### config.mk
export PLATFORM = sky130hd
export DESIGN_NAME = alss_top
export DESIGN_NICKNAME = d
export VERILOG_FILES = /design/src/verilog/alss_pkg.sv /design/src/verilog/alss_sync.sv /design/src/verilog/alss_shift.sv /design/src/verilog/alss_top.sv
export SDC_FILE = /design/constraint.sdc
export NUM_CORES = 1
export LEC_CHECK = 0
export BUFFER_PORTS_ARGS = -buffer_cell sky130_fd_sc_hd__buf_2
export CAP_MARGIN = 20
export CELL_PAD_IN_SITES_DETAIL_PLACEMENT = 2
export CELL_PAD_IN_SITES_GLOBAL_PLACEMENT = 2
export CORE_ASPECT_RATIO = 0.5
export CORE_MARGIN = 5
export CORE_UTILIZATION = 33
export DETAILED_ROUTE_END_ITERATION = 12
export PLACE_DENSITY_LB_ADDON = 0.2
export SLEW_MARGIN = 20
export SYNTH_ARGS = -nofsm -noshare
export SYNTH_HDL_FRONTEND = slang
export SYNTH_SLANG_ARGS = --single-unit
### constraint.sdc
create_clock -name mclk -period 5.2 [get_ports mclk]
set_input_delay 1.56 -clock mclk [delete_from_list [all_inputs] [get_ports mclk]]
set_output_delay 1.56 -clock mclk [all_outputs]
set_load 0.1 [all_outputs]
### src/verilog/alss_pkg.sv
package alss_pkg;

  // ****************************************
  // timing
  // ****************************************
  localparam int CLK_NS = 8;
  localparam int START_HIGH_LP_NS = 500;
  localparam int START_HIGH_NM_NS = 150;
  localparam int START_TO_BUSY_NS = 30;
  localparam int START_TO_BUSY_CYC =
    (START_TO_BUSY_NS / CLK_NS < 1) ? 1 : START_TO_BUSY_NS / CLK_NS;
  localparam int CONV_BYP_NS = 660;
  localparam int CONV_PGA_NS = 1550;
  localparam int CONV_BYP_CYC = CONV_BYP_NS / CLK_NS;
  localparam int CONV_PGA_CYC = CONV_PGA_NS / CLK_NS;
  localparam logic [7:0] CONV_BYP_CNT = 8'(CONV_BYP_CYC);
  localparam logic [7:0] CONV_PGA_CNT = 8'(CONV_PGA_CYC);

  // ****************************************
  // widths and codes
  // ****************************************
  localparam int RES_W = 14;
  localparam int FRAME_W = 20;
  localparam int PIN_W = 11;
  localparam logic signed [15:0] CODE_MAX = 16'sh1FFF;
  localparam logic signed [15:0] CODE_MIN = 16'shE000;
  localparam logic [2:0] CHAN_FIRST = 3'h0;
  localparam logic [2:0] CHAN_LAST = 3'h7;
  localparam logic [1:0] FALLS_RUN = 2'h2;

  // ****************************************
  // register map
  // ****************************************
  localparam int ADDR_W = 12;
  localparam logic [11:0] STATUS_OFS = 12'h000;
  localparam logic [11:0] CTRL_OFS = 12'h004;
  localparam logic [11:0] PATTERN_OFS = 12'h008;
  localparam logic CTRL_RST = 1'h0;
  localparam logic [13:0] PATTERN_RST = 14'h0000;
  localparam int CTRL_PAT_BIT = 0;
  localparam int ST_PHASE_LSB = 0;
  localparam int ST_CHAN_LSB = 3;
  localparam int ST_GAIN_LSB = 6;
  localparam int ST_PTR_LSB = 9;
  localparam int ST_SCAN_BIT = 12;
  localparam int ST_INV_BIT = 13;
  localparam int ST_BUSY_BIT = 14;

  // ****************************************
  // types
  // ****************************************
  typedef enum logic [2:0] {
    PH_ACQUIRE = 3'b001,
    PH_CONVERT = 3'b010,
    PH_READOUT = 3'b100
  } alss_phase_e;

  typedef struct packed {
    logic [2:0] chan;
    logic [2:0] gain;
  } alss_sel_s;

  typedef struct packed {
    logic cs_n;
    logic sclk;
    logic lp;
    logic scan;
    logic bypass;
    alss_sel_s sel;
  } alss_pins_s;

  typedef struct packed {
    logic [PIN_W-1:0] s1;
    logic [PIN_W-1:0] s2;
    logic [PIN_W-1:0] s3;
    logic [PIN_W-1:0] lvl;
  } alss_sync_s;

  typedef struct packed {
    logic [FRAME_W-1:0] word;
  } alss_shift_s;

  typedef struct packed {
    alss_phase_e phase;
    logic cs_d;
    logic sclk_d;
    logic scan_d;
    logic [7:0] conv_cnt;
    logic busy;
    logic oe;
    logic strobe;
    logic invalid;
    logic first;
    alss_sel_s cap;
    alss_sel_s pend;
    alss_sel_s act;
    logic [2:0] ptr;
    logic [1:0] falls;
    logic exit;
    logic pat_en;
    logic [13:0] pattern;
    logic pready;
    logic pslverr;
    logic [31:0] prdata;
  } alss_top_s;

  // saturate a wide signed code into the 14-bit output range
  function automatic logic [RES_W-1:0] alss_clamp(
    input logic signed [15:0] raw
  );
    if (raw > CODE_MAX) begin
      return CODE_MAX[RES_W-1:0];
    end
    if (raw < CODE_MIN) begin
      return CODE_MIN[RES_W-1:0];
    end
    return raw[RES_W-1:0];
  endfunction

endpackage

### src/verilog/alss_sync.sv
`timescale 1ns/10ps
module alss_sync (
  input wire logic mclk,
  input wire logic rst,
  input wire logic [alss_pkg::PIN_W-1:0] pin_in,
  output logic [alss_pkg::PIN_W-1:0] level
);

  alss_pkg::alss_sync_s st_ff;
  alss_pkg::alss_sync_s nxt_st;

  // three stages; level moves only where stage two and three agree
  always_comb begin
    nxt_st = st_ff;
    nxt_st.s1 = pin_in;
    nxt_st.s2 = st_ff.s1;
    nxt_st.s3 = st_ff.s2;
    nxt_st.lvl = (st_ff.s2 & st_ff.s3) |
                 (st_ff.lvl & (st_ff.s2 | st_ff.s3));
  end

  // state register
  always_ff @(posedge mclk or posedge rst) begin
    if (rst) begin
      st_ff <= '0;
    end else begin
      st_ff <= nxt_st;
    end
  end

  assign level = st_ff.lvl;

endmodule

### src/verilog/alss_shift.sv
`timescale 1ns/10ps
module alss_shift (
  input wire logic mclk,
  input wire logic rst,
  input wire logic load,
  input wire logic [alss_pkg::FRAME_W-1:0] load_word,
  input wire logic shift,
  output logic sdo
);

  alss_pkg::alss_shift_s st_ff;
  alss_pkg::alss_shift_s nxt_st;

  // load wins over shift; zeros follow the last tag bit
  always_comb begin
    nxt_st = st_ff;
    if (load) begin
      nxt_st.word = load_word;
    end else if (shift) begin
      nxt_st.word = {st_ff.word[alss_pkg::FRAME_W-2:0], 1'b0};
    end
  end

  // state register
  always_ff @(posedge mclk or posedge rst) begin
    if (rst) begin
      st_ff <= '0;
    end else begin
      st_ff <= nxt_st;
    end
  end

  assign sdo = st_ff.word[alss_pkg::FRAME_W-1];

endmodule

### src/verilog/alss_top.sv
// Decided for this implementation: the register offsets and register access over APB.
`timescale 1ns/10ps
// Operation
// - in low power mode convert-start high time is the acquisition time
// - busy rises shortly after convert-start falls, bypassed amplifier
// - bypassed conversion ends within 660ns, then busy falls
// - six channel and gain bits follow the result on extra clocks
// - trailing bits are channel then gain, each msb first
// - channel and gain selects latch on every convert-start rise
// - normal mode applies latched selects one sample later
// - low power mode applies latched selects to the same sample
// - bypass or eight gain codes, host updates gain per sample
// - output code saturates between -8192 and 8191
// - sequencer runs only while scan is asserted
// - normal mode first sample after scan is an initialization cycle
// - pair zero at second fall after scan, rises advance, wrap 7->0
// - low power scan, sample after first rise is invalid
// - channel selects are ignored while scan is asserted
// - in scan, reported channel bits are the sequencer channel
// - after scan drops, next sample is following channel, then pins
// - msb stands on serial output when busy falls, rises shift
// - start fall samples, converts, enables output; high means off
// - low power select low is normal, high is low power
module alss_top (
  input wire logic mclk,
  input wire logic rst,
  input wire logic psel,
  input wire logic penable,
  input wire logic pwrite,
  input wire logic [alss_pkg::ADDR_W-1:0] paddr,
  input wire logic [31:0] pwdata,
  output logic [31:0] prdata,
  output logic pready,
  output logic pslverr,
  input wire logic convert_start_n,
  input wire logic serial_clock,
  input wire logic low_power_select,
  input wire logic scan_enable,
  input wire logic pga_bypass,
  input wire logic channel_sel_bit2,
  input wire logic channel_sel_bit1,
  input wire logic channel_sel_bit0,
  input wire logic gain_sel_bit2,
  input wire logic gain_sel_bit1,
  input wire logic gain_sel_bit0,
  input wire logic signed [15:0] core_code,
  output logic busy,
  output logic sdo,
  output logic sdo_oe,
  output logic sample_strobe,
  output logic sample_invalid,
  output alss_pkg::alss_sel_s active_sel
);

  // ****************************************
  // pin filtering
  // ****************************************
  alss_pkg::alss_pins_s raw;
  alss_pkg::alss_pins_s pin;
  logic [alss_pkg::PIN_W-1:0] pin_lvl;

  // gather the pins into one word for the filter
  assign raw = {convert_start_n, serial_clock, low_power_select,
                scan_enable, pga_bypass,
                channel_sel_bit2, channel_sel_bit1, channel_sel_bit0,
                gain_sel_bit2, gain_sel_bit1, gain_sel_bit0};
  assign pin = alss_pkg::alss_pins_s'(pin_lvl);

  alss_sync u_sync (
    .mclk(mclk),
    .rst(rst),
    .pin_in(raw),
    .level(pin_lvl)
  );

  // ****************************************
  // state and edges
  // ****************************************
  alss_pkg::alss_top_s st_ff;
  alss_pkg::alss_top_s nxt_st;
  alss_pkg::alss_sel_s sel_now;
  logic cs_rise;
  logic cs_fall;
  logic sclk_rise;
  logic scan_rise;
  logic scan_fall;
  logic start_ok;
  logic conv_done;
  logic phase_evt;
  logic ld;
  logic sh;
  logic [alss_pkg::FRAME_W-1:0] ld_word;
  logic [alss_pkg::RES_W-1:0] res_code;
  logic res_msb;
  logic [31:0] status_word;
  logic acc_rd;
  logic acc_wr;

  // edge detection on the filtered levels
  assign cs_rise = pin.cs_n & ~st_ff.cs_d;
  assign cs_fall = ~pin.cs_n & st_ff.cs_d;
  assign sclk_rise = pin.sclk & ~st_ff.sclk_d;
  assign scan_rise = pin.scan & ~st_ff.scan_d;
  assign scan_fall = ~pin.scan & st_ff.scan_d;
  assign start_ok = cs_fall & (st_ff.phase != alss_pkg::PH_CONVERT);
  assign conv_done = (st_ff.phase == alss_pkg::PH_CONVERT) &
                     (st_ff.conv_cnt == 8'h01);
  assign phase_evt = cs_rise | cs_fall | conv_done;

  // result code, test pattern or saturated converter output
  assign res_code = st_ff.pat_en ? st_ff.pattern :
                    alss_pkg::alss_clamp(core_code);
  assign res_msb = res_code[alss_pkg::RES_W-1];

  // low power uses this sample's latch, normal the one before
  assign sel_now = pin.lp ? st_ff.cap : st_ff.pend;

  // status view of the sequencer
  always_comb begin
    status_word = 32'h00000000;
    status_word[alss_pkg::ST_PHASE_LSB +: 3] = st_ff.phase;
    status_word[alss_pkg::ST_CHAN_LSB +: 3] = st_ff.act.chan;
    status_word[alss_pkg::ST_GAIN_LSB +: 3] = st_ff.act.gain;
    status_word[alss_pkg::ST_PTR_LSB +: 3] = st_ff.ptr;
    status_word[alss_pkg::ST_SCAN_BIT] = pin.scan;
    status_word[alss_pkg::ST_INV_BIT] = st_ff.invalid;
    status_word[alss_pkg::ST_BUSY_BIT] = st_ff.busy;
  end

  assign acc_rd = psel & penable & ~st_ff.pready;
  assign acc_wr = psel & penable & st_ff.pready & pwrite;

  // ****************************************
  // next state
  // ****************************************
  always_comb begin
    nxt_st = st_ff;
    ld = 1'b0;
    sh = 1'b0;
    ld_word = '0;
    nxt_st.cs_d = pin.cs_n;
    nxt_st.sclk_d = pin.sclk;
    nxt_st.scan_d = pin.scan;
    nxt_st.strobe = 1'b0;
    nxt_st.pready = 1'b0;
    nxt_st.pslverr = 1'b0;
    // output driver follows convert-start level
    nxt_st.oe = ~pin.cs_n;

    // selects latch on every rise, previous latch moves down
    if (cs_rise) begin
      nxt_st.cap = pin.sel;
      nxt_st.pend = st_ff.cap;
      if (pin.scan && st_ff.falls == alss_pkg::FALLS_RUN) begin
        nxt_st.ptr = st_ff.ptr + 3'h1;
      end
      if (st_ff.phase == alss_pkg::PH_READOUT) begin
        nxt_st.phase = alss_pkg::PH_ACQUIRE;
      end
    end

    // sequencer restarts on scan, exit marked on its removal
    if (scan_rise) begin
      nxt_st.ptr = alss_pkg::CHAN_FIRST;
      nxt_st.falls = 2'h0;
      nxt_st.exit = 1'b0;
    end else if (scan_fall) begin
      nxt_st.exit = 1'b1;
    end

    // sampling instant: start conversion and pick channel and gain
    if (start_ok) begin
      nxt_st.phase = alss_pkg::PH_CONVERT;
      nxt_st.busy = 1'b1;
      nxt_st.strobe = 1'b1;
      nxt_st.conv_cnt = pin.bypass ? alss_pkg::CONV_BYP_CNT :
                        alss_pkg::CONV_PGA_CNT;
      ld = 1'b1;
      nxt_st.act.gain = sel_now.gain;
      nxt_st.invalid = st_ff.first & ~pin.lp;
      if (pin.scan) begin
        // channel pins ignored, sequencer owns the mux
        nxt_st.act.chan = st_ff.ptr;
        if (st_ff.falls != alss_pkg::FALLS_RUN) begin
          nxt_st.falls = st_ff.falls + 2'h1;
        end
        if (st_ff.falls == 2'h0 ||
            (st_ff.falls == 2'h1 && !pin.lp)) begin
          nxt_st.invalid = 1'b1;
        end
      end else if (st_ff.exit) begin
        // ptr still names the last scanned pair, step past it
        nxt_st.act.chan = st_ff.ptr + 3'h1;
        nxt_st.exit = 1'b0;
      end else begin
        nxt_st.act.chan = sel_now.chan;
      end
      nxt_st.first = 1'b0;
    end

    // internally timed conversion, result loaded msb first
    if (st_ff.phase == alss_pkg::PH_CONVERT) begin
      if (conv_done) begin
        nxt_st.busy = 1'b0;
        nxt_st.phase = alss_pkg::PH_READOUT;
        ld = 1'b1;
        ld_word = {res_code, st_ff.act.chan, st_ff.act.gain};
      end else begin
        nxt_st.conv_cnt = st_ff.conv_cnt - 8'h01;
      end
    end

    // serial clock rises shift the next bit out
    if (sclk_rise && !pin.cs_n &&
        st_ff.phase == alss_pkg::PH_READOUT && !ld) begin
      sh = 1'b1;
    end

    // register read, one wait state
    if (acc_rd) begin
      nxt_st.pready = 1'b1;
      nxt_st.prdata = 32'h00000000;
      case (paddr)
        alss_pkg::STATUS_OFS: begin
          if (!pwrite) begin
            nxt_st.prdata = status_word;
          end
        end
        alss_pkg::CTRL_OFS: begin
          if (!pwrite) begin
            nxt_st.prdata[alss_pkg::CTRL_PAT_BIT] = st_ff.pat_en;
          end
        end
        alss_pkg::PATTERN_OFS: begin
          if (!pwrite) begin
            nxt_st.prdata[13:0] = st_ff.pattern;
          end
        end
        default: begin
          nxt_st.pslverr = 1'b1;
        end
      endcase
    end

    // register write at the completing edge
    if (acc_wr) begin
      case (paddr)
        alss_pkg::CTRL_OFS: begin
          nxt_st.pat_en = pwdata[alss_pkg::CTRL_PAT_BIT];
        end
        alss_pkg::PATTERN_OFS: begin
          nxt_st.pattern = pwdata[13:0];
        end
        default: begin
          nxt_st.pat_en = st_ff.pat_en;
        end
      endcase
    end
  end

  // state register
  always_ff @(posedge mclk or posedge rst) begin
    if (rst) begin
      st_ff <= '0;
      st_ff.phase <= alss_pkg::PH_ACQUIRE;
      st_ff.first <= 1'b1;
      st_ff.pat_en <= alss_pkg::CTRL_RST;
      st_ff.pattern <= alss_pkg::PATTERN_RST;
    end else begin
      st_ff <= nxt_st;
    end
  end

  // ****************************************
  // serial output
  // ****************************************
  alss_shift u_shift (
    .mclk(mclk),
    .rst(rst),
    .load(ld),
    .load_word(ld_word),
    .shift(sh),
    .sdo(sdo)
  );

  assign busy = st_ff.busy;
  assign sdo_oe = st_ff.oe;
  assign sample_strobe = st_ff.strobe;
  assign sample_invalid = st_ff.invalid;
  assign active_sel = st_ff.act;
  assign prdata = st_ff.prdata;
  assign pready = st_ff.pready;
  assign pslverr = st_ff.pslverr;

  // ****************************************
  // checks
  // ****************************************
  logic [7:0] busy_len_ff;

  // cycles spent busy
  always_ff @(posedge mclk or posedge rst) begin
    if (rst) begin
      busy_len_ff <= 8'h00;
    end else if (st_ff.busy) begin
      busy_len_ff <= busy_len_ff + 8'h01;
    end else begin
      busy_len_ff <= 8'h00;
    end
  end

  a_busy_on_fall: assert property (
    @(posedge mclk) disable iff (rst)
    start_ok |=> busy ##0 sample_strobe
  ) else $error("busy not raised at start fall");

  a_conv_bound: assert property (
    @(posedge mclk) disable iff (rst)
    busy |-> busy_len_ff < (pin.bypass ? alss_pkg::CONV_BYP_CNT :
                            alss_pkg::CONV_PGA_CNT)
  ) else $error("conversion ran too long");

  a_msb_at_done: assert property (
    @(posedge mclk) disable iff (rst)
    $fell(busy) |-> sdo == $past(res_msb)
  ) else $error("msb missing when busy falls");

  a_oe_with_cs: assert property (
    @(posedge mclk) disable iff (rst)
    pin.cs_n |=> !sdo_oe
  ) else $error("output driven while start high");

  a_clamp_high: assert property (
    @(posedge mclk) disable iff (rst)
    (core_code > alss_pkg::CODE_MAX && !st_ff.pat_en) |->
      res_code == 14'h1FFF
  ) else $error("positive clamp failed");

  a_scan_chan: assert property (
    @(posedge mclk) disable iff (rst)
    (start_ok && pin.scan) |=> active_sel.chan == $past(st_ff.ptr)
  ) else $error("scan channel not from sequencer");

  a_ptr_wrap: assert property (
    @(posedge mclk) disable iff (rst)
    (cs_rise && pin.scan && !scan_rise &&
     st_ff.falls == alss_pkg::FALLS_RUN &&
     st_ff.ptr == alss_pkg::CHAN_LAST) |=>
      st_ff.ptr == alss_pkg::CHAN_FIRST
  ) else $error("sequencer did not wrap");

  a_lp_same: assert property (
    @(posedge mclk) disable iff (rst)
    (start_ok && pin.lp && !pin.scan && !st_ff.exit) |=>
      active_sel == $past(st_ff.cap)
  ) else $error("low power select not same sample");

  a_nm_delay: assert property (
    @(posedge mclk) disable iff (rst)
    (start_ok && !pin.lp && !pin.scan && !st_ff.exit) |=>
      active_sel == $past(st_ff.pend)
  ) else $error("normal select not one sample late");

  a_scan_gate: assert property (
    @(posedge mclk) disable iff (rst)
    !pin.scan |=> $stable(st_ff.ptr)
  ) else $error("sequencer moved without scan");

  a_phase_step: assert property (
    @(posedge mclk) disable iff (rst)
    $changed(st_ff.phase) |-> $past(phase_evt)
  ) else $error("phase moved without cause");

endmodule

==> qor.csv, run 1 <==
stage;metric;value;unit
floorplan;start_util;34.12;%
power;switching_power;1.159;mW
clocking;clk_pin_slew;0.06;ns
finish;final_common_cell;dfrtp_1;
floorplan;die_h;105.5;µm
grt;grt_usage;14.67;%
route;dr_wl_met3;560;µm
power;combPwrFrac;21.7;%
clocking;cts_inserted_buffers;17;
finish;drive_gt1_share;30.09;%
critical_path;startpoint_type;input port;
route;dr.pass1.iters;4;
timing;max_slew_margin;35.98;%
clocking;root_buffer;clkbuf_16;
timing;drv_slew;0;
yosys;ys_ff_latch;139;
grt;gr-total-overflow;0;
yosys;yosysWarnings;0;
finish;antenna_cells;0;
hold_path;hold_path_class;register to register;
placed_design;numPortBuffers;85;
critical_path;r2r_start;st_ff[91];
route;dr_wl_met2;6719;µm
floorplan;fp.dieW;201.1;µm
clocking;cts_tree;yes;
finish;final_cell_mix;dfrtp_1 (137), buf_2 (85), mux2i_1 (34);
clocking;clock_latency;0.42;ns
timing;min_period;3.174;ns
yosys;ys_async_sr_fraction;100.0;%
clocking;htree_num_levels;4;
power;swShare;35.11;%
route;drtIter0Drc;146;
route;drc;0;
grt;grt_max_degree;84;
clocking;clockBufferDepth;2;
clocking;cts_resized;0;
critical_path;critPathLaunch;paddr[7];
finish;nNetsFinal;621;
power;p_int;2.142;mW
outcome;status;finished, final reports clean;
power;finalPower;3.301;mW
power;p_per_area;469.5;nW/µm²
critical_path;critPathKind;input port to register;
grt;antenna_found_initial;0;
clocking;cts_hold_buf;0;
timing;rsz0062_at_grt;false;
route;postRouteWirelength;14730;µm
grt;grt_pass1_vias;4356;
timing;clock-skew-final;0.01208;ns
floorplan;coreArea;17650;µm²
finish;final_area;7029;µm²
route;routedLengthMet1;7317;µm
timing;fin_crit_sh;61.04;%
timing;whs;0.3478;ns
yosys;synthCells;475;
critical_path;cp_max_fo;14;
power;power.leakage;3.416;nW
floorplan;die_area;21220;µm²
route;via_per_inst;4.856;
finish;areaGrowthSynthToFinish;16.70;%
clocking;cts.sinks;139;
yosys;seq_area_frac_synth;57.79;%
placed_design;dp.final_hpwl;9893;µm
floorplan;ios;121;
critical_path;end_kind;register;
power;vdd_ir_drop_max;0.2410;mV
timing;setup_violations;0;
power;clockPowerShare;35.5;%
yosys;avgSynthCellArea;12.68;µm²
timing;worst_slew_pin_slew;0.9572;ns
route;top_layer;met4;
timing;fmaxAchievable;315.0;MHz
clocking;post_cts_buffers;0;
route;wl_per_cell;18.67;µm
hold_path;hp-start;u_sync.nxt_st[26];
placed_design;gp_congestion;0.7056;
timing;setup_tns;0;ns
route;ant_nets;0;
yosys;synth-edff-count;0;
route;num_vias;3831;
critical_path;cp.arrival;3.47;ns
yosys;synth_flop_cell;dfrtp_1;
finish;postLayoutCoreUtil;39.82;%
power;p_seq_share;42.8;%
grt;grt_pass1_wl;24700;µm
critical_path;critPathRequiredTime;5.50;ns
run;maxCapViolCount;0;
yosys;synth.distinct_cells;54;
placed_design;place_area;6462;µm²
yosys;syn-cell-area;6023;µm²
timing;finalHoldViolCount;0;
floorplan;rows;34;
area by class of cell:
class	instances	area, µm²
clock inverter	14	137.6
multi-input combinational	282	2165
timing repair buffer	90	475.5
inverter	12	48.80
clock buffer	18	429.2
sequential	139	3481
fill	1825	10630
tap	234	292.8
kinds of logic after synthesis:
group | synth area share, %
buffers and inverters | 7.270
AOI/OAI and AO/OA | 10.66
and+or+nand+nor | 10.16
muxes | 11.32
DFF | 57.79
other | 0.06226
xor gates and xnor gates | 0.2909
adders and majority gates | 2.451
sequential cells by signal (all words and copies together), names as in the netlist, 6 cells and up:
register	count
st_ff	48
prdata	15
active_sel	6
u_shift.st_ff	20
u_sync.st_ff	11
u_sync.nxt_st	22
u_sync.level	11
cell usage after synthesis (all sizes together), types with 11 or more instances:
master   count  area [µm²]
buf         46       347.8
o21ai       23       115.1
and2        15       93.84
dfrtp      137        3428
a2bb2oi     13       113.9
nor2        26       97.59
mux2i       34       340.3
maj3        11       110.1
mux2        27       341.6
o22ai       16       100.1
a221o       13       130.1
inv         12       45.04
clkbuf      12       45.04
nand2       21       81.33
through the flow:
step,setup slack (ns),cells
4_1_cts,2.023,789
5_1_grt,1.942,789
3_5_place_dp,1.582,757
6_report,2.026,789
3_3_place_gp,1.597,757
2_1_floorplan,1.907,491
worst paths after layout:
check,slack [ns],cells after the start,to
worst max-delay path,2.03,5,st_ff[44]
worst min-delay path,0.35,0,u_sync.nxt_st[15]
worst max register to register,2.49,4,u_shift.st_ff[19]
worst min register to register,0.35,0,u_sync.nxt_st[15]
max in group asynchronous,3.14,3,st_ff[73]
min in group asynchronous,1.21,2,u_sync.nxt_st[30]
metal layers:
layer / track usage, % / vias to the layer above
met5: 0 / -
met4: 4.024 / 0
met3: 4.265 / 10
met2: 22.76 / 56
met1: 20.22 / 1977
li1: - / 1788
critical path, stage by stage:
cell	delay [ns]
buf_2	0.10
nor4_2	0.30
nand3_2	0.24
nor3_4	0.85
mux2_2	0.41
power by group through the flow:
| stage | combinational, mW | sequential [mW] | clock [mW] |
|---|---|---|---|
| after floorplan | 0.545 | 1.46 | 0 |
| after global placement | 0.706 | 1.42 | 0 |
| after detailed placement | 0.723 | 1.43 | 0 |
| after CTS | 0.728 | 1.42 | 1.22 |
| after global routing | 0.778 | 1.44 | 1.27 |
| final | 0.715 | 1.41 | 1.17 |
(Power assumes the default switching activity.)
==> inputs of run 2 (changes only) <==
- ABC_AREA: unset -> 1
- CORE_UTILIZATION: 33 -> 30
- clock period: 5.2 -> 2.9 ns (I/O delays scaled with it)
==> qor.csv, run 2 <==
stage;metric;value;unit;change
grt;antenna_found_initial;0;;unchanged
clocking;htree_num_levels;4;;unchanged
grt;grt_usage;15.64;%;+0.97 points
grt;grt_pass1_vias;5740;;+32%
floorplan;ios;121;;unchanged
hold_path;min_path_cells;0;;unchanged
floorplan;die_h;114.6;µm;+8.6%
yosys;syn-cell-area;6559;µm²;+8.9%
yosys;ys_ff_latch;139;;unchanged
power;clockPowerShare;31.5;%;-4.0 points
yosys;synth.distinct_cells;37;;-31%
timing;max_slew_margin;61.81;%;+26 points
route;drtIter0Drc;177;;+21%
finish;largest_reg_flops;48;;unchanged
timing;finalHoldViolCount;0;;unchanged
run;maxCapViolCount;0;;unchanged
floorplan;start_util;30.38;%;-3.7 points
floorplan;coreArea;21590;µm²;+22%
timing;rsz0062_at_grt;false;;
critical_path;end_kind;output port;;
finish;multiInputGateArea;2291;µm²;+5.8%
finish;nNetsFinal;902;;+45%
yosys;avgSynthCellArea;8.562;µm²;-32%
yosys;ys_async_sr_fraction;100.0;%;unchanged
critical_path;cp_top_family;flip-flops;;
power;combPwrFrac;30.9;%;+9.2 points
yosys;ys_top_cells_by_area;dfrtp_1 (52%), nand2_1 (11%), nand3_1 (6.1%);;
route;drc;0;;unchanged
floorplan;rows;38;;+12%
power;power.leakage;3.923;nW;+15%
power;p_seq_share;37.6;%;-5.2 points
hold_path;hp-start;u_sync.nxt_st[22];;
power;finalPower;6.824;mW;+110%
critical_path;cp_max_fo;4;;-10
placed_design;gp_congestion;0.7682;;+8.9%
finish;instances_no_fill;1136;;+44%
floorplan;fp.dieW;219.1;µm;+9.0%
finish;antenna_cells;0;;unchanged
power;swShare;39.67;%;+4.6 points
clocking;cts.sinks;139;;unchanged
grt;gr-total-overflow;0;;unchanged
placed_design;dp.final_hpwl;13190;µm;+33%
critical_path;path_cells;buf_2;;
timing;fin_crit_sh;77.81;%;
clocking;cts_hold_buf;0;;unchanged
clocking;clock_latency;0.43;ns;about the same
finish;regMostFlops;st_ff;;
timing;fmaxAchievable;443.2;MHz;
timing;setup_violations;0;;unchanged
finish;regArea;3481;µm²;unchanged
yosys;synth_top_cell_area_share;52.27;%;-4.6 points
clocking;post_cts_buffers;0;;unchanged
clocking;clk_pin_slew;0.06;ns;about the same
route;wl_per_cell;16.26;µm;-13%
critical_path;reg2reg_depth;9;;+5
route;postRouteWirelength;18470;µm;+25%
grt;grt_max_degree;64;;-24%
floorplan;die_area;25100;µm²;+18%
route;num_vias;5197;;+36%
critical_path;cp.arrival;1.39;ns;-2.08 ns
yosys;synth_top_cell_by_area;dfrtp_1;;
clocking;cts_tree;yes;;
clocking;cts_inserted_buffers;17;;unchanged
clocking;clockBufferDepth;2;;unchanged
critical_path;critPathBufInv;1;;unchanged
yosys;synthTopCellsByCount;nand2_1 (200), dfrtp_1 (137), inv_1 (92);;
route;via_per_inst;4.575;;-5.8%
critical_path;slowest_stage;dfrtp_1;;
yosys;yosysWarnings;0;;unchanged
timing;setup_tns;0;ns;unchanged
grt;grt_pass1_wl;30580;µm;+24%
critical_path;r2r_start;st_ff[89];;
yosys;synth_most_common_cell;nand2_1;;
power;p_per_area;895.1;nW/µm²;+91%
placed_design;place_area;7041;µm²;+8.9%
power;vdd_ir_drop_max;0.4382;mV;+82%
timing;min_period;2.257;ns;
yosys;seq_area_frac_synth;53.07;%;-4.7 points
finish;final_common_cell;nand2_1;;
critical_path;max_stage_delay;0.48;ns;-0.37 ns
route;ant_nets;0;;unchanged
timing;drv_slew;0;;unchanged
critical_path;r2r-end;st_ff[51];;
yosys;synth-edff-count;0;;unchanged
critical_path;ff2ff_setup_slack;0.98;ns;-1.51 ns
clocking;cts_resized;0;;unchanged
power;p_int;4.117;mW;+92%
critical_path;startpoint_type;register;;
critical_path;critPathKind;register to output port;;
timing;clock-skew-final;0.007308;ns;-0.004767 ns
outcome;status;finished, final reports clean;;
finish;final_area;7624;µm²;+8.5%
power;switching_power;2.707;mW;+130%
timing;worst_slew_pin_slew;0.5728;ns;-0.3844 ns
placed_design;numPortBuffers;85;;unchanged
clocking;root_buffer;clkbuf_16;;
finish;fill_cells;2484;;+36%
placed_design;place_inst;1104;;+46%
yosys;synth_flop_cell;dfrtp_1;;
finish;areaGrowthSynthToFinish;16.23;%;
critical_path;critPathRequiredTime;2.03;ns;-3.47 ns
hold_path;min_to;u_sync.nxt_st[11];;
finish;final_cell_mix;nand2_1 (200), dfrtp_1 (137), inv_1 (91);;
route;dr.pass1.iters;5;;+1
hold_path;hold_path_class;register to register;;
finish;drive_gt1_share;17.70;%;-12 points
yosys;synthCells;766;;+61%
-- run 2: logic make-up (layout without fill, tap and decap cells) --
logic type	Yosys count	in the layout	synth area share (%)
buffers and inverters	169	223	12.91
AOI/OAI and AO/OA	71	71	5.895
other	1	17	0.05718
adders and majority gates	14	14	2.251
xor gates and xnor gates	5	5	0.6677
and+or+nand+nor	367	367	25.14
DFF	139	139	53.07
-- run 2: power by group through the flow --
stage	Combinational (mW)	Sequential [mW]	Clock, mW
after global routing	2.37	2.62	2.32
after detailed placement	2.12	2.61	0
after floorplan	1.43	2.68	0
after CTS	2.14	2.58	2.22
after global placement	2.05	2.59	0
final	2.11	2.57	2.15
-- run 2: worst max-delay path by stage --
| stage | depth (start not counted) | endpoint | start |
|---|---|---|---|
| final | 1 | active_sel[5] | active_sel[5] |
| after detailed placement | 7 | st_ff[39] | paddr[1] |
| after global placement | 7 | st_ff[43] | paddr[1] |
| after CTS | 1 | active_sel[5] | active_sel[5] |
| after global routing | 1 | active_sel[5] | active_sel[5] |
| after floorplan | 1 | active_sel[0] | rst |
-- run 2: through the flow --
stage	utilization, %	hold WS [ns]	setup WS [ns]
floorplan	-	0.3312	0.2965
global placement	32.62	0.3328	0.6491
detailed placement	32.62	0.3372	0.6154
CTS	35.32	0.3512	0.6108
global route	35.32	0.3539	0.5892
finish	35.32	0.3485	0.6434
-- run 2: per-layer routing --
layer / vias to the layer above / global-route usage [%] / routed length [µm]
met5: - / 0 / 0
met1: 2633 / 21.52 / 9258
met3: 10 / 3.778 / 516
met2: 51 / 25.11 / 8534
met4: 0 / 3.763 / 164
li1: 2503 / - / -
-- run 2: cell type report --
| cell class | count | area share [%] |
|---|---|---|
| clock inverters | 11 | 1.477 |
| flip-flops and latches | 139 | 45.66 |
| repair buffers | 96 | 6.992 |
| multi-input cells | 474 | 30.05 |
| clock buffers | 21 | 6.171 |
| well taps | 300 | 4.924 |
| inverters | 95 | 4.727 |
